**config.mk**
```make
export PLATFORM = sky130hd
export DESIGN_NAME = usbic_ep1_in
export DESIGN_NICKNAME = d
export VERILOG_FILES = /design/src/hdl/usbic_pkg.sv /design/src/hdl/usbic_slots.sv /design/src/hdl/usbic_irq.sv /design/src/hdl/usbic_ep1_in.sv
export VERILOG_INCLUDE_DIRS = /design/src /design/src/hdl
export SDC_FILE = /design/constraint.sdc
export NUM_CORES = 1
export LEC_CHECK = 0
export BUFFER_PORTS_ARGS = -buffer_cell sky130_fd_sc_hd__buf_2
export CORE_MARGIN = 5
export CORE_UTILIZATION = 30
export CTS_BUF_LIST = sky130_fd_sc_hd__clkbuf_2
export DETAILED_ROUTE_END_ITERATION = 6
export GPL_ROUTABILITY_DRIVEN = 0
export PLACE_DENSITY = 0.52
export SYNTH_ARGS = -nofsm -noshare
export SYNTH_HDL_FRONTEND = slang
export SYNTH_HIERARCHICAL = 1
export SYNTH_SLANG_ARGS = --single-unit
```
**constraint.sdc**
```tcl
create_clock -name clk -period 2.6 [get_ports clk]
set_input_delay 0.13 -clock clk [delete_from_list [all_inputs] [get_ports clk]]
set_output_delay 0.13 -clock clk [all_outputs]
set_load 0.01 [all_outputs]
```
**src/hdl/usbic_defs.svh**
```systemverilog
// Register offsets, field positions and reset values of the endpoint 1 IN control block.
`ifndef USBIC_DEFS_SVH
`define USBIC_DEFS_SVH
`define USBIC_ADDR_CTRL_LOW 8'h11
`define USBIC_ADDR_CTRL_HIGH 8'h12
`define USBIC_ADDR_INT_STATUS 8'h13
`define USBIC_ADDR_INT_MASK 8'h14
`define USBIC_ADDR_ISO_UPDATE 8'h15
`define USBIC_LOW_IN_PACKET_READY 0
`define USBIC_LOW_FIFO_NONEMPTY 1
`define USBIC_LOW_UNDERRUN 2
`define USBIC_LOW_FLUSH 3
`define USBIC_LOW_SEND_STALL 4
`define USBIC_LOW_STALL_SENT 5
`define USBIC_LOW_TOGGLE_CLEAR 6
`define USBIC_HIGH_FORCE_TOGGLE 3
`define USBIC_HIGH_ISO 6
`define USBIC_HIGH_DOUBLE_BUFFER 7
`define USBIC_INT_TX 0
`define USBIC_INT_FLUSH 1
`define USBIC_INT_STALL 2
`define USBIC_RESET_BYTE 8'h00
`define USBIC_RESET_CNT 2'h0
`define USBIC_RESET_INT 3'h0
`endif

```
**src/hdl/usbic_pkg.sv**
```systemverilog
// Types shared by the endpoint 1 IN control block.
package usbic_pkg;
  typedef enum logic [0:0] {
    USBIC_IDLE = 1'b0,
    USBIC_WAIT_ACK = 1'b1
  } usbic_state_t;
  typedef struct packed {
    logic [1:0] ready;
    logic [1:0] held;
  } usbic_slot_state_t;
  typedef struct packed {
    logic [2:0] status;
    logic [2:0] mask;
  } usbic_irq_state_t;
endpackage

```
**src/hdl/usbic_slots.sv**
```systemverilog
// Packet slot bookkeeping with the hold-until-start-of-frame option.
`include "usbic_defs.svh"
`timescale 1ns/10ps
`default_nettype none
module usbic_slots (
  input wire logic clk,
  input wire logic rst_n,
  input wire logic commit,
  input wire logic take,
  input wire logic flush,
  input wire logic sof,
  input wire logic hold_mode,
  input wire logic [1:0] capacity,
  output logic [1:0] ready_cnt,
  output logic [1:0] total_cnt
);
  usbic_pkg::usbic_slot_state_t s_r;
  usbic_pkg::usbic_slot_state_t s_nxt;

  always_comb begin
    s_nxt = s_r;
    if (take && s_nxt.ready != 2'h0) begin
      s_nxt.ready = s_nxt.ready - 2'h1;
    end
    if (flush) begin
      if (s_nxt.ready != 2'h0) begin
        s_nxt.ready = s_nxt.ready - 2'h1;
      end else if (s_nxt.held != 2'h0) begin
        s_nxt.held = s_nxt.held - 2'h1;
      end
    end
    if (sof) begin
      s_nxt.ready = s_nxt.ready + s_nxt.held;
      s_nxt.held = 2'h0;
    end
    if (commit && (s_r.ready + s_r.held) < capacity) begin
      if (hold_mode) begin
        s_nxt.held = s_nxt.held + 2'h1;
      end else begin
        s_nxt.ready = s_nxt.ready + 2'h1;
      end
    end
  end

  always_ff @(posedge clk) begin
    if (!rst_n) begin
      s_r <= {`USBIC_RESET_CNT, `USBIC_RESET_CNT};
    end else begin
      s_r <= s_nxt;
    end
  end

  assign ready_cnt = s_r.ready;
  assign total_cnt = s_r.ready + s_r.held;
endmodule // usbic_slots
`default_nettype wire

```
**src/hdl/usbic_irq.sv**
```systemverilog
// Sticky interrupt status with mask and write-one-to-clear.
`include "usbic_defs.svh"
`timescale 1ns/10ps
`default_nettype none
module usbic_irq (
  input wire logic clk,
  input wire logic rst_n,
  input wire logic [2:0] events,
  input wire logic wr_status,
  input wire logic wr_mask,
  input wire logic [2:0] wdata,
  output logic [2:0] status,
  output logic [2:0] mask,
  output logic irq
);
  usbic_pkg::usbic_irq_state_t s_r;
  usbic_pkg::usbic_irq_state_t s_nxt;

  always_comb begin
    s_nxt = s_r;
    if (wr_status) begin
      s_nxt.status = s_nxt.status & ~wdata;
    end
    s_nxt.status = s_nxt.status | events;
    if (wr_mask) begin
      s_nxt.mask = wdata;
    end
  end

  always_ff @(posedge clk) begin
    if (!rst_n) begin
      s_r <= {`USBIC_RESET_INT, `USBIC_RESET_INT};
    end else begin
      s_r <= s_nxt;
    end
  end

  assign status = s_r.status;
  assign mask = s_r.mask;
  assign irq = |(s_r.status & s_r.mask);
endmodule // usbic_irq
`default_nettype wire

```
**src/hdl/usbic_ep1_in.sv**
```systemverilog
// Endpoint 1 IN control logic: registers, token answers, toggle and interrupts.
// Summary of operation
// - Isochronous select bit chooses bulk/interrupt (0) or isochronous (1).
// - Packet-ready clears automatically once a FIFO packet slot is free.
// - Double buffered: packet-ready clears right after first load, no interrupt.
// - Transmit interrupt only when a data packet is actually sent.
// - Isochronous token with no ready packet sends zero-length packet, sets underrun.
// - Held-update mode sends a newly loaded packet only after next SOF.
// - Send-stall request set answers every IN token with STALL.
// - Each STALL sets stall-sent and interrupts; firmware clears the flag.
// - Flush write with non-empty FIFO raises an endpoint interrupt.
// - Force toggle or isochronous select flips after every data packet, not after zero-length ones; otherwise only on ACK.
//
// Strobed register access is this design's own decision.
`include "usbic_defs.svh"
`timescale 1ns/10ps
`default_nettype none
module usbic_ep1_in (
  input wire logic clk,
  input wire logic rst_n,
  input wire logic [7:0] reg_addr,
  input wire logic [7:0] reg_wdata,
  input wire logic reg_wr,
  input wire logic reg_rd,
  output logic [7:0] reg_rdata,
  input wire logic in_token,
  input wire logic sof,
  input wire logic ack_rcvd,
  output logic tx_data,
  output logic tx_zero_length,
  output logic tx_stall,
  output logic tx_nak,
  output logic fifo_flush,
  output logic data_toggle,
  output logic irq
);
  typedef struct packed {
    usbic_pkg::usbic_state_t state;
    logic [7:0] rdata;
    logic in_packet_ready;
    logic underrun_flag;
    logic stall_sent_flag;
    logic send_stall_request;
    logic double_buffer_enable;
    logic iso_enable;
    logic force_toggle_enable;
    logic iso_update;
    logic toggle;
    logic tx_data;
    logic tx_zlp;
    logic tx_stall;
    logic tx_nak;
    logic flush;
  } usbic_main_t;

  usbic_main_t s_r;
  usbic_main_t s_nxt;

  logic wr_low;
  logic wr_high;
  logic wr_status;
  logic wr_mask;
  logic wr_upd;
  logic commit;
  logic flush_req;
  logic toggle_clear;
  logic take;
  logic [1:0] capacity;
  logic [1:0] ready_cnt;
  logic [1:0] total_cnt;
  logic fifo_nonempty_flag;
  logic [2:0] events;
  logic [2:0] int_status;
  logic [2:0] int_mask;
  logic [7:0] low_view;
  logic [7:0] high_view;

  assign wr_low = reg_wr && reg_addr == `USBIC_ADDR_CTRL_LOW;
  assign wr_high = reg_wr && reg_addr == `USBIC_ADDR_CTRL_HIGH;
  assign wr_status = reg_wr && reg_addr == `USBIC_ADDR_INT_STATUS;
  assign wr_mask = reg_wr && reg_addr == `USBIC_ADDR_INT_MASK;
  assign wr_upd = reg_wr && reg_addr == `USBIC_ADDR_ISO_UPDATE;
  assign commit = wr_low && reg_wdata[`USBIC_LOW_IN_PACKET_READY];
  assign flush_req = wr_low && reg_wdata[`USBIC_LOW_FLUSH];
  assign toggle_clear = wr_low && reg_wdata[`USBIC_LOW_TOGGLE_CLEAR];
  assign capacity = s_r.double_buffer_enable ? 2'h2 : 2'h1;
  assign fifo_nonempty_flag = total_cnt != 2'h0;

  // A data packet goes out only when no stall is requested and one is ready.
  assign take = in_token && !s_r.send_stall_request && ready_cnt != 2'h0;

  always_comb begin
    events = 3'h0;
    events[`USBIC_INT_TX] = take;
    events[`USBIC_INT_FLUSH] = flush_req && fifo_nonempty_flag;
    events[`USBIC_INT_STALL] = in_token && s_r.send_stall_request;
  end

  usbic_slots u_slots (
    .clk(clk),
    .rst_n(rst_n),
    .commit(commit),
    .take(take),
    .flush(flush_req),
    .sof(sof),
    .hold_mode(s_r.iso_update),
    .capacity(capacity),
    .ready_cnt(ready_cnt),
    .total_cnt(total_cnt)
  );

  usbic_irq u_irq (
    .clk(clk),
    .rst_n(rst_n),
    .events(events),
    .wr_status(wr_status),
    .wr_mask(wr_mask),
    .wdata(reg_wdata[2:0]),
    .status(int_status),
    .mask(int_mask),
    .irq(irq)
  );

  always_comb begin
    low_view = 8'h00;
    low_view[`USBIC_LOW_IN_PACKET_READY] = s_r.in_packet_ready;
    low_view[`USBIC_LOW_FIFO_NONEMPTY] = fifo_nonempty_flag;
    low_view[`USBIC_LOW_UNDERRUN] = s_r.underrun_flag;
    low_view[`USBIC_LOW_SEND_STALL] = s_r.send_stall_request;
    low_view[`USBIC_LOW_STALL_SENT] = s_r.stall_sent_flag;
    high_view = 8'h00;
    high_view[`USBIC_HIGH_DOUBLE_BUFFER] = s_r.double_buffer_enable;
    high_view[`USBIC_HIGH_ISO] = s_r.iso_enable;
    high_view[`USBIC_HIGH_FORCE_TOGGLE] = s_r.force_toggle_enable;
  end

  always_comb begin
    s_nxt = s_r;
    s_nxt.tx_data = 1'b0;
    s_nxt.tx_zlp = 1'b0;
    s_nxt.tx_stall = 1'b0;
    s_nxt.tx_nak = 1'b0;
    s_nxt.flush = flush_req;
    // Read data stand in the cycle after the strobe only.
    s_nxt.rdata = 8'h00;
    if (reg_rd) begin
      case (reg_addr)
        `USBIC_ADDR_CTRL_LOW: begin
          s_nxt.rdata = low_view;
        end
        `USBIC_ADDR_CTRL_HIGH: begin
          s_nxt.rdata = high_view;
        end
        `USBIC_ADDR_INT_STATUS: begin
          s_nxt.rdata = {5'h00, int_status};
        end
        `USBIC_ADDR_INT_MASK: begin
          s_nxt.rdata = {5'h00, int_mask};
        end
        `USBIC_ADDR_ISO_UPDATE: begin
          s_nxt.rdata = {7'h00, s_r.iso_update};
        end
        default: begin
          s_nxt.rdata = 8'h00;
        end
      endcase
    end
    // Firmware writes; flags written zero clear, a set below still wins.
    if (wr_low) begin
      s_nxt.send_stall_request = reg_wdata[`USBIC_LOW_SEND_STALL];
      s_nxt.stall_sent_flag = s_r.stall_sent_flag && reg_wdata[`USBIC_LOW_STALL_SENT];
      s_nxt.underrun_flag = s_r.underrun_flag && reg_wdata[`USBIC_LOW_UNDERRUN];
    end
    if (wr_high) begin
      s_nxt.double_buffer_enable = reg_wdata[`USBIC_HIGH_DOUBLE_BUFFER];
      s_nxt.iso_enable = reg_wdata[`USBIC_HIGH_ISO];
      s_nxt.force_toggle_enable = reg_wdata[`USBIC_HIGH_FORCE_TOGGLE];
    end
    if (wr_upd) begin
      s_nxt.iso_update = reg_wdata[0];
    end
    // Packet-ready clears as soon as a slot is free again, with no interrupt.
    if (s_r.in_packet_ready && total_cnt < capacity) begin
      s_nxt.in_packet_ready = 1'b0;
    end
    if (flush_req) begin
      s_nxt.in_packet_ready = 1'b0;
    end
    if (commit) begin
      s_nxt.in_packet_ready = 1'b1;
    end
    // Token answer, one cycle after the token.
    if (in_token) begin
      s_nxt.state = usbic_pkg::USBIC_IDLE;
      if (s_r.send_stall_request) begin
        s_nxt.tx_stall = 1'b1;
        s_nxt.stall_sent_flag = 1'b1;
      end else if (take) begin
        s_nxt.tx_data = 1'b1;
        if (s_r.force_toggle_enable || s_r.iso_enable) begin
          s_nxt.toggle = !s_r.toggle;
        end else begin
          s_nxt.state = usbic_pkg::USBIC_WAIT_ACK;
        end
      end else if (s_r.iso_enable) begin
        s_nxt.tx_zlp = 1'b1;
        s_nxt.underrun_flag = 1'b1;
      end else begin
        s_nxt.tx_nak = 1'b1;
        s_nxt.underrun_flag = 1'b1;
      end
    end
    case (s_r.state)
      usbic_pkg::USBIC_IDLE: begin
      end
      usbic_pkg::USBIC_WAIT_ACK: begin
        if (ack_rcvd && !in_token) begin
          s_nxt.toggle = !s_r.toggle;
          s_nxt.state = usbic_pkg::USBIC_IDLE;
        end
      end
      default: begin
        s_nxt.state = usbic_pkg::USBIC_IDLE;
      end
    endcase
    if (toggle_clear) begin
      s_nxt.toggle = 1'b0;
      s_nxt.state = usbic_pkg::USBIC_IDLE;
    end
  end

  always_ff @(posedge clk) begin
    if (!rst_n) begin
      s_r <= '0;
    end else begin
      s_r <= s_nxt;
    end
  end

  assign reg_rdata = s_r.rdata;
  assign tx_data = s_r.tx_data;
  assign tx_zero_length = s_r.tx_zlp;
  assign tx_stall = s_r.tx_stall;
  assign tx_nak = s_r.tx_nak;
  assign fifo_flush = s_r.flush;
  assign data_toggle = s_r.toggle;
endmodule // usbic_ep1_in
`default_nettype wire

```
Word level (Yosys, flattened, before mapping)
Index checks and enable logic that the tools add are counted.
Operators by class
  eq/ne operators: 5
  mux-type cells: 38
  add/sub/neg operators: 7
  magnitude comparators: 1
  reductions and logical operators: 33
  bitwise operators: 6
Operator list (number)
  $eq 8x5->1 const B: 5
  $pmux 8 s5: 1
  $mux 1: 21
  $logic_and 1x1->1: 18
  $mux 2: 9
  $mux 4: 3
  $mux 3: 3
  $reduce_bool 2->1: 4
  $and 3x3->3: 2
  $reduce_or 3->1: 2
  $sub 2x1->2 const B: 3
  $mux 5: 1
  $add 2x1->2 const B: 2
  $add 2x2->2: 2
  $reduce_and 2->1: 2
  $reduce_or 4->1: 1
  $logic_not 1->1: 3
  $not 3->3: 1
  $or 3x3->3: 1
  $reduce_bool 3->1: 1
  $lt 2x2->1: 1
  $not 1->1: 2
  $reduce_or 2->1: 1
  $logic_or 1x1->1: 1
Storage, ports and cells
  bits of input ports: 23
  logic and storage cells: 110
  flip-flop bits (word level): 33
  output and inout bits: 15

Longest topological paths before layout
  depth after elaboration: 13
  depth in mapped cells: 12
  mapped depth without buffers: 11

By module
Netlist, hierarchy kept.
Modules (own cells, without submodules)
  usbic_ep1_in: sequential area each 460.4 um^2, cells each 119, area an instance 1088.5 um^2, times used 1
  usbic_slots: sequential area each 80.1 um^2, cells each 69, area an instance 553.0 um^2, times used 1
  usbic_irq: sequential area each 120.1 um^2, cells each 23, area an instance 227.7 um^2, times used 1

Worst setup path after synthesis
Ideal clock, no wire load.
  kind: register -> register
  start: reg u_slots.s_r (netlist bit u_slots/ready_cnt[0])
  end: reg u_slots.s_r (netlist bit u_slots/ready_cnt[1])
  period minus slack after synthesis: 2.780 ns
  setup time: 0.130 ns
  data arrival time: 2.650 ns
  slack: -0.180 ns
  required time: 2.470 ns
  cell stages (with the launch flop): 13
  path buffers: 1
  cell sequence: dfxtp_1 -> buf_4 -> nor2_1 -> nor2_1 -> nor2b_1 -> o31ai_1 -> a21oi_1 -> or2_2 -> ha_1 -> nand2_1 -> and4bb_2 -> o41ai_1 -> mux2i_1
On the way
  word-level cells in the longest chain between the ends: 12
  elaborated cells on any way between the ends: 18
  classes of those cells: add/sub: 5; order compare: 1; mux: 7; reduce/logical: 5
RTL lines
  start: declaration: line usbic_slots.sv:17  | usbic_pkg::usbic_slot_state_t s_r;
  start signal: assignment: line usbic_slots.sv:47  | s_r <= {`USBIC_RESET_CNT, `USBIC_RESET_CNT};
  start signal: assignment: line usbic_slots.sv:49  | s_r <= s_nxt;
  $reduce_bool 2->1 (*): line usbic_ep1_in.sv:90  | assign take = in_token && !s_r.send_stall_request && ready_cnt != 2'h0;
  $logic_and 1x1->1 (*): line usbic_ep1_in.sv:90
  via events[0]: line usbic_ep1_in.sv:72  | logic [2:0] events;
  $logic_and 1x1->1 (*): line usbic_slots.sv:22  | if (take && s_nxt.ready != 2'h0) begin
  $mux 2 (*): line usbic_slots.sv:22
  $sub 2x1->2 / $reduce_bool 2->1 (equally long branches): line usbic_slots.sv:27, usbic_slots.sv:26
  $mux 2: line usbic_slots.sv:26  | if (s_nxt.ready != 2'h0) begin
  $mux 4 (*): line usbic_slots.sv:25  | if (flush) begin
  $add 2x2->2: line usbic_slots.sv:33  | s_nxt.ready = s_nxt.ready + s_nxt.held;
  $mux 4 (*): line usbic_slots.sv:32  | if (sof) begin
  $add 2x1->2: line usbic_slots.sv:40  | s_nxt.ready = s_nxt.ready + 2'h1;
  $mux 2: line usbic_slots.sv:37  | if (hold_mode) begin
  $mux 4 (*): line usbic_slots.sv:36  | if (commit && (s_r.ready + s_r.held) < capacity) begin
Mark *: on every way through the listed nets, which the timed path passes. The rest lies on a longest branch.
A chain may end at the register's enable or synchronous reset.

Final worst setup path
  start: reg u_slots.s_r (netlist bit u_slots/ready_cnt[0])
  end: reg u_slots.s_r (netlist bit u_slots/ready_cnt[1])
On the way
  elaborated cells on any way between the ends: 18
  classes of those cells: add/sub: 5; order compare: 1; mux: 7; reduce/logical: 5
RTL lines
  $add 2x2->2
  via total_cnt[1]: line usbic_ep1_in.sv:70  | logic [1:0] total_cnt;
  $lt 2x2->1: line usbic_slots.sv:36
  $logic_and 1x1->1: line usbic_slots.sv:36
  $mux 4: line usbic_slots.sv:36
The timed path passes the listed nets, and every way through them passes these cells.

==> results.yml <==
status:
  outcome: "complete, no violations"
clocking:
  cts_buffers: 5
  clk_latency_ns: 0.37
  clockBufferDepth: 2
  cts.root.buffer_cell: "clkbuf_2"
  clock_tree.htree_level_count: 2
  cts_tree: "built"
  cts.reportedPaths.clkPinSlew_ns: 0.18
  cts_num_sinks: 33
detailed_routing:
  wirelength_microns: 4510
  iter_0_drt_violations: 62
  viasPerCell: 4.92
  count_of_antenna_violating_nets_left_after_detailed_routing: 0
  num_vias: 1681
  drt_pre_antenna_iters: 5
  post-route-drc-count: 0
  average_routed_wire_per_standard_cell_microns: 13.2
timing:
  fmaxAchievable_mhz: 406
  slew_headroom_pct: 74.8
  min_period_over_period_pct: 94.7
  min_period_ns: 2.46
  finalClockSkew_ns: 0.0178
  finalHoldViolCount: 0
  hold-worst-slack_ns: 0.0554
  setup_viol_count_final: 0
  timing_max_transition_violations_final: 0
  worst_pin_slew_ns: 0.378
critical_path:
  critical_path_start_end_classification: "flip-flop to flip-flop"
  worst_ep_arrival_time_ns: 2.76
  cp-end-kind: "flip-flop"
  crit_fanout: 4
  critical_path.cell_chain: "ha_1 > xnor2_1 > xnor2_1 > ha_1 > or2b_1 > a211o_1 > or4_4 > a22oi_2 > mux2i_1"
  startpoint_type: "flip-flop"
  cp_required_ns: 2.90
  max_stage_delay_ns: 0.43
  slowest_stage: "or4_4"
layout:
  drive_gt1_share_pct: 35.2
  design.final.nets: 294
  commonest_cells_after_routing_fill_and_taps_aside: "37 x buf_2, 31 x dfxtp_1, 19 x buf_4"
  postLayoutCellArea_sq_um: 2400
  ff_latch_area_sq_um: 668
  area.growth.synth_to_final_pct: 28.2
  filler_cell_count: 619
  multiInputGateArea_sq_um: 1120
  num_antenna_cells: 0
  final_common_cell: "buf_2"
synthesis:
  synth.yosys.seq_area_share_pct: 35.3
  synth_flop_cell: "dfxtp_1"
  yosysWarningCount: 6
  synth.ff_latch_count: 33
  syn-instance-count: 211
  netlist_area_sq_um: 1870
  avgSynthCellArea_sq_um: 8.86
  synth_cell_type_count: 60
  net_count_of_the_mapped_netlist: 239
  asyncSetResetFlopFracSynth_pct: 0
  synth-edff-count: 0
placement:
  detailed_place_hpwl_microns: 3450
  port_buffers: 37
  dpl-instance-area_sq_um: 2200
power_and_ir_drop:
  switching_share_pct: 23.6
  p_comb_share_pct: 8.2
  switching_power_summed_over_all_nets_uw: 219
  pwr-share-clk_pct: 36.9
  power.sequential.fraction_pct: 54.9
  cellInternalPower_uw: 708
  vdd_ir_drop_max_mv: 0.253
  power-per-cell-area_nw_per_um2: 386
  power.leakage_uw: 0.00102
global_routing:
  grt_start_max_net_pins: 21
  grt_pass1_wl_microns: 7560
  globalRoute.totalOverflow: 0
  grt_util_all_layers_pct: 12.3
  grt_antenna_before_repair: 0
  first_global_vias: 1636
floorplanning:
  die_x_microns: 88.9
  initial_utilization_pct: 31.2
  core_area_sq_um: 5990
  num_io_pins: 38
  die_h_microns: 88.9
  die_area_sq_um: 7910
  rows: 28
hold_path:
  hold_class: "primary input to flip-flop"
job:
  cap_viol_max_count: 0
per-stage QoR:
stage	std cells	power (uW)	TNS (ns)	worst slack (ns)	utilization (%)
floorplan	211	553	0	0.00717	-
global placement	325	588	0	0.0596	36.7
detailed placement	325	588	-0.0185	-0.0185	36.7
CTS	341	943	0	0.00624	39.3
global route	342	976	-0.00494	-0.00494	40.0
finish	342	926	0	0.138	40.0
cells in the mapped netlist, types with 2 or more instances:
cell	number	area, sq um
a21oi_1	8	40.0
o31ai_1	3	22.5
o21a_1	4	30.0
o41ai_1	2	17.5
nand2_1	17	63.8
nor3_1	4	20.0
or4_4	2	22.5
and2_1	4	25.0
o21ai_0	7	35.0
nand3_1	4	20.0
or2b_1	2	15.0
a31oi_1	4	25.0
a211oi_1	3	22.5
nand3b_1	3	22.5
xnor2_1	3	26.3
a221oi_1	2	17.5
mux2i_1	8	80.1
ha_1	5	62.6
nor3b_1	2	15.0
nor2b_1	5	31.3
and3_1	4	25.0
inv_1	12	45.0
and3b_1	2	17.5
inv_2	2	7.51
clkbuf_1	2	7.51
nand2b_1	2	12.5
buf_4	13	97.6
nor2_1	16	60.1
dfxtp_1	33	661
o211a_1	2	20.0
o21bai_1	2	15.0
power groups by stage:
stage / Clock [uW] / Sequential [uW] / Combinational (uW)
after floorplan: 0 / 521 / 31.8
after global placement: 0 / 521 / 67.6
after detailed placement: 0 / 521 / 67.0
after CTS: 358 / 509 / 76.2
after global routing: 382 / 509 / 84.8
final: 342 / 508 / 75.7
worst max-delay path, delay by kind of cell (launching register included):
family / cells / cell delay (ns)
XOR/XNOR: 2 / 0.28
multiplexers: 1 / 0.19
AO/OA/AOI/OAI: 2 / 0.49
flip-flops: 1 / 0.39
AND/OR/NAND/NOR: 2 / 0.66
adder cells (fa/ha/maj): 2 / 0.38
routing by layer:
metal  vias to the layer above  track usage [%]  wire, microns
met4                         0             4.06             48
met5                         -                0              0
met2                        43             19.8           2070
met1                       773             16.0           2130
met3                         4             3.23            265
li1                        861                -              -
worst paths after layout:
check | slack [ns] | end | depth (start not counted) | startpoint
worst min-delay path | 0.06 | low_view[5] | 3 | reg_wdata[5]
worst max-delay path | 0.14 | u_slots/ready_cnt[1] | 9 | u_slots/ready_cnt[0]
worst min register to register | 0.49 | tx_zero_length | 2 | high_view[6]
worst max register to register | 0.14 | u_slots/ready_cnt[1] | 9 | u_slots/ready_cnt[0]
final cells by class:
type                            instances  area share (%)
Inverter                               14            2.19
Clock buffer                            6            1.25
Tap cell                               75            3.91
Sequential cell                        33            27.9
Timing Repair Buffer                   63            16.6
Multi-Input combinational cell        149            46.8
Clock inverter                          2            1.41
state kept, by name, indices dropped and copies added, names as in the netlist:
signal / cells
low_view: 4
tx_nak: 1
u_irq/mask: 3
tx_data: 1
reg_rdata: 8
data_toggle: 1
tx_stall: 1
u_irq/status: 3
tx_zero_length: 1
u_slots/ready_cnt: 2
s_r: 2
fifo_flush: 1
u_slots/s_r: 2
high_view: 3
what timing repair did:
| item | 4_1_cts | 5_1_grt |
|---|---|---|
| hold buffers | 7 | 0 |
| endpoints found under the setup margin | 1 | 1 |
| hold endpoints to repair | 8 | 0 |
| cloned | 0 | 0 |
| setup buffers | 1 | 1 |
| resized for setup | 3 | 8 |
| pin swaps | 2 | 4 |
logic make-up after synthesis:
kind of cell / after synthesis / share of synthesized area [%]
multiplexers: 9 / 4.89
AND/OR/NAND/NOR: 85 / 28.6
buffers and inverters: 29 / 8.43
AO/OA/AOI/OAI: 46 / 17.5
adder cells (fa/ha/maj): 5 / 3.35
flip-flops: 33 / 35.3
XOR/XNOR: 4 / 1.87
Note: power is estimated with default switching activity, not from simulation.
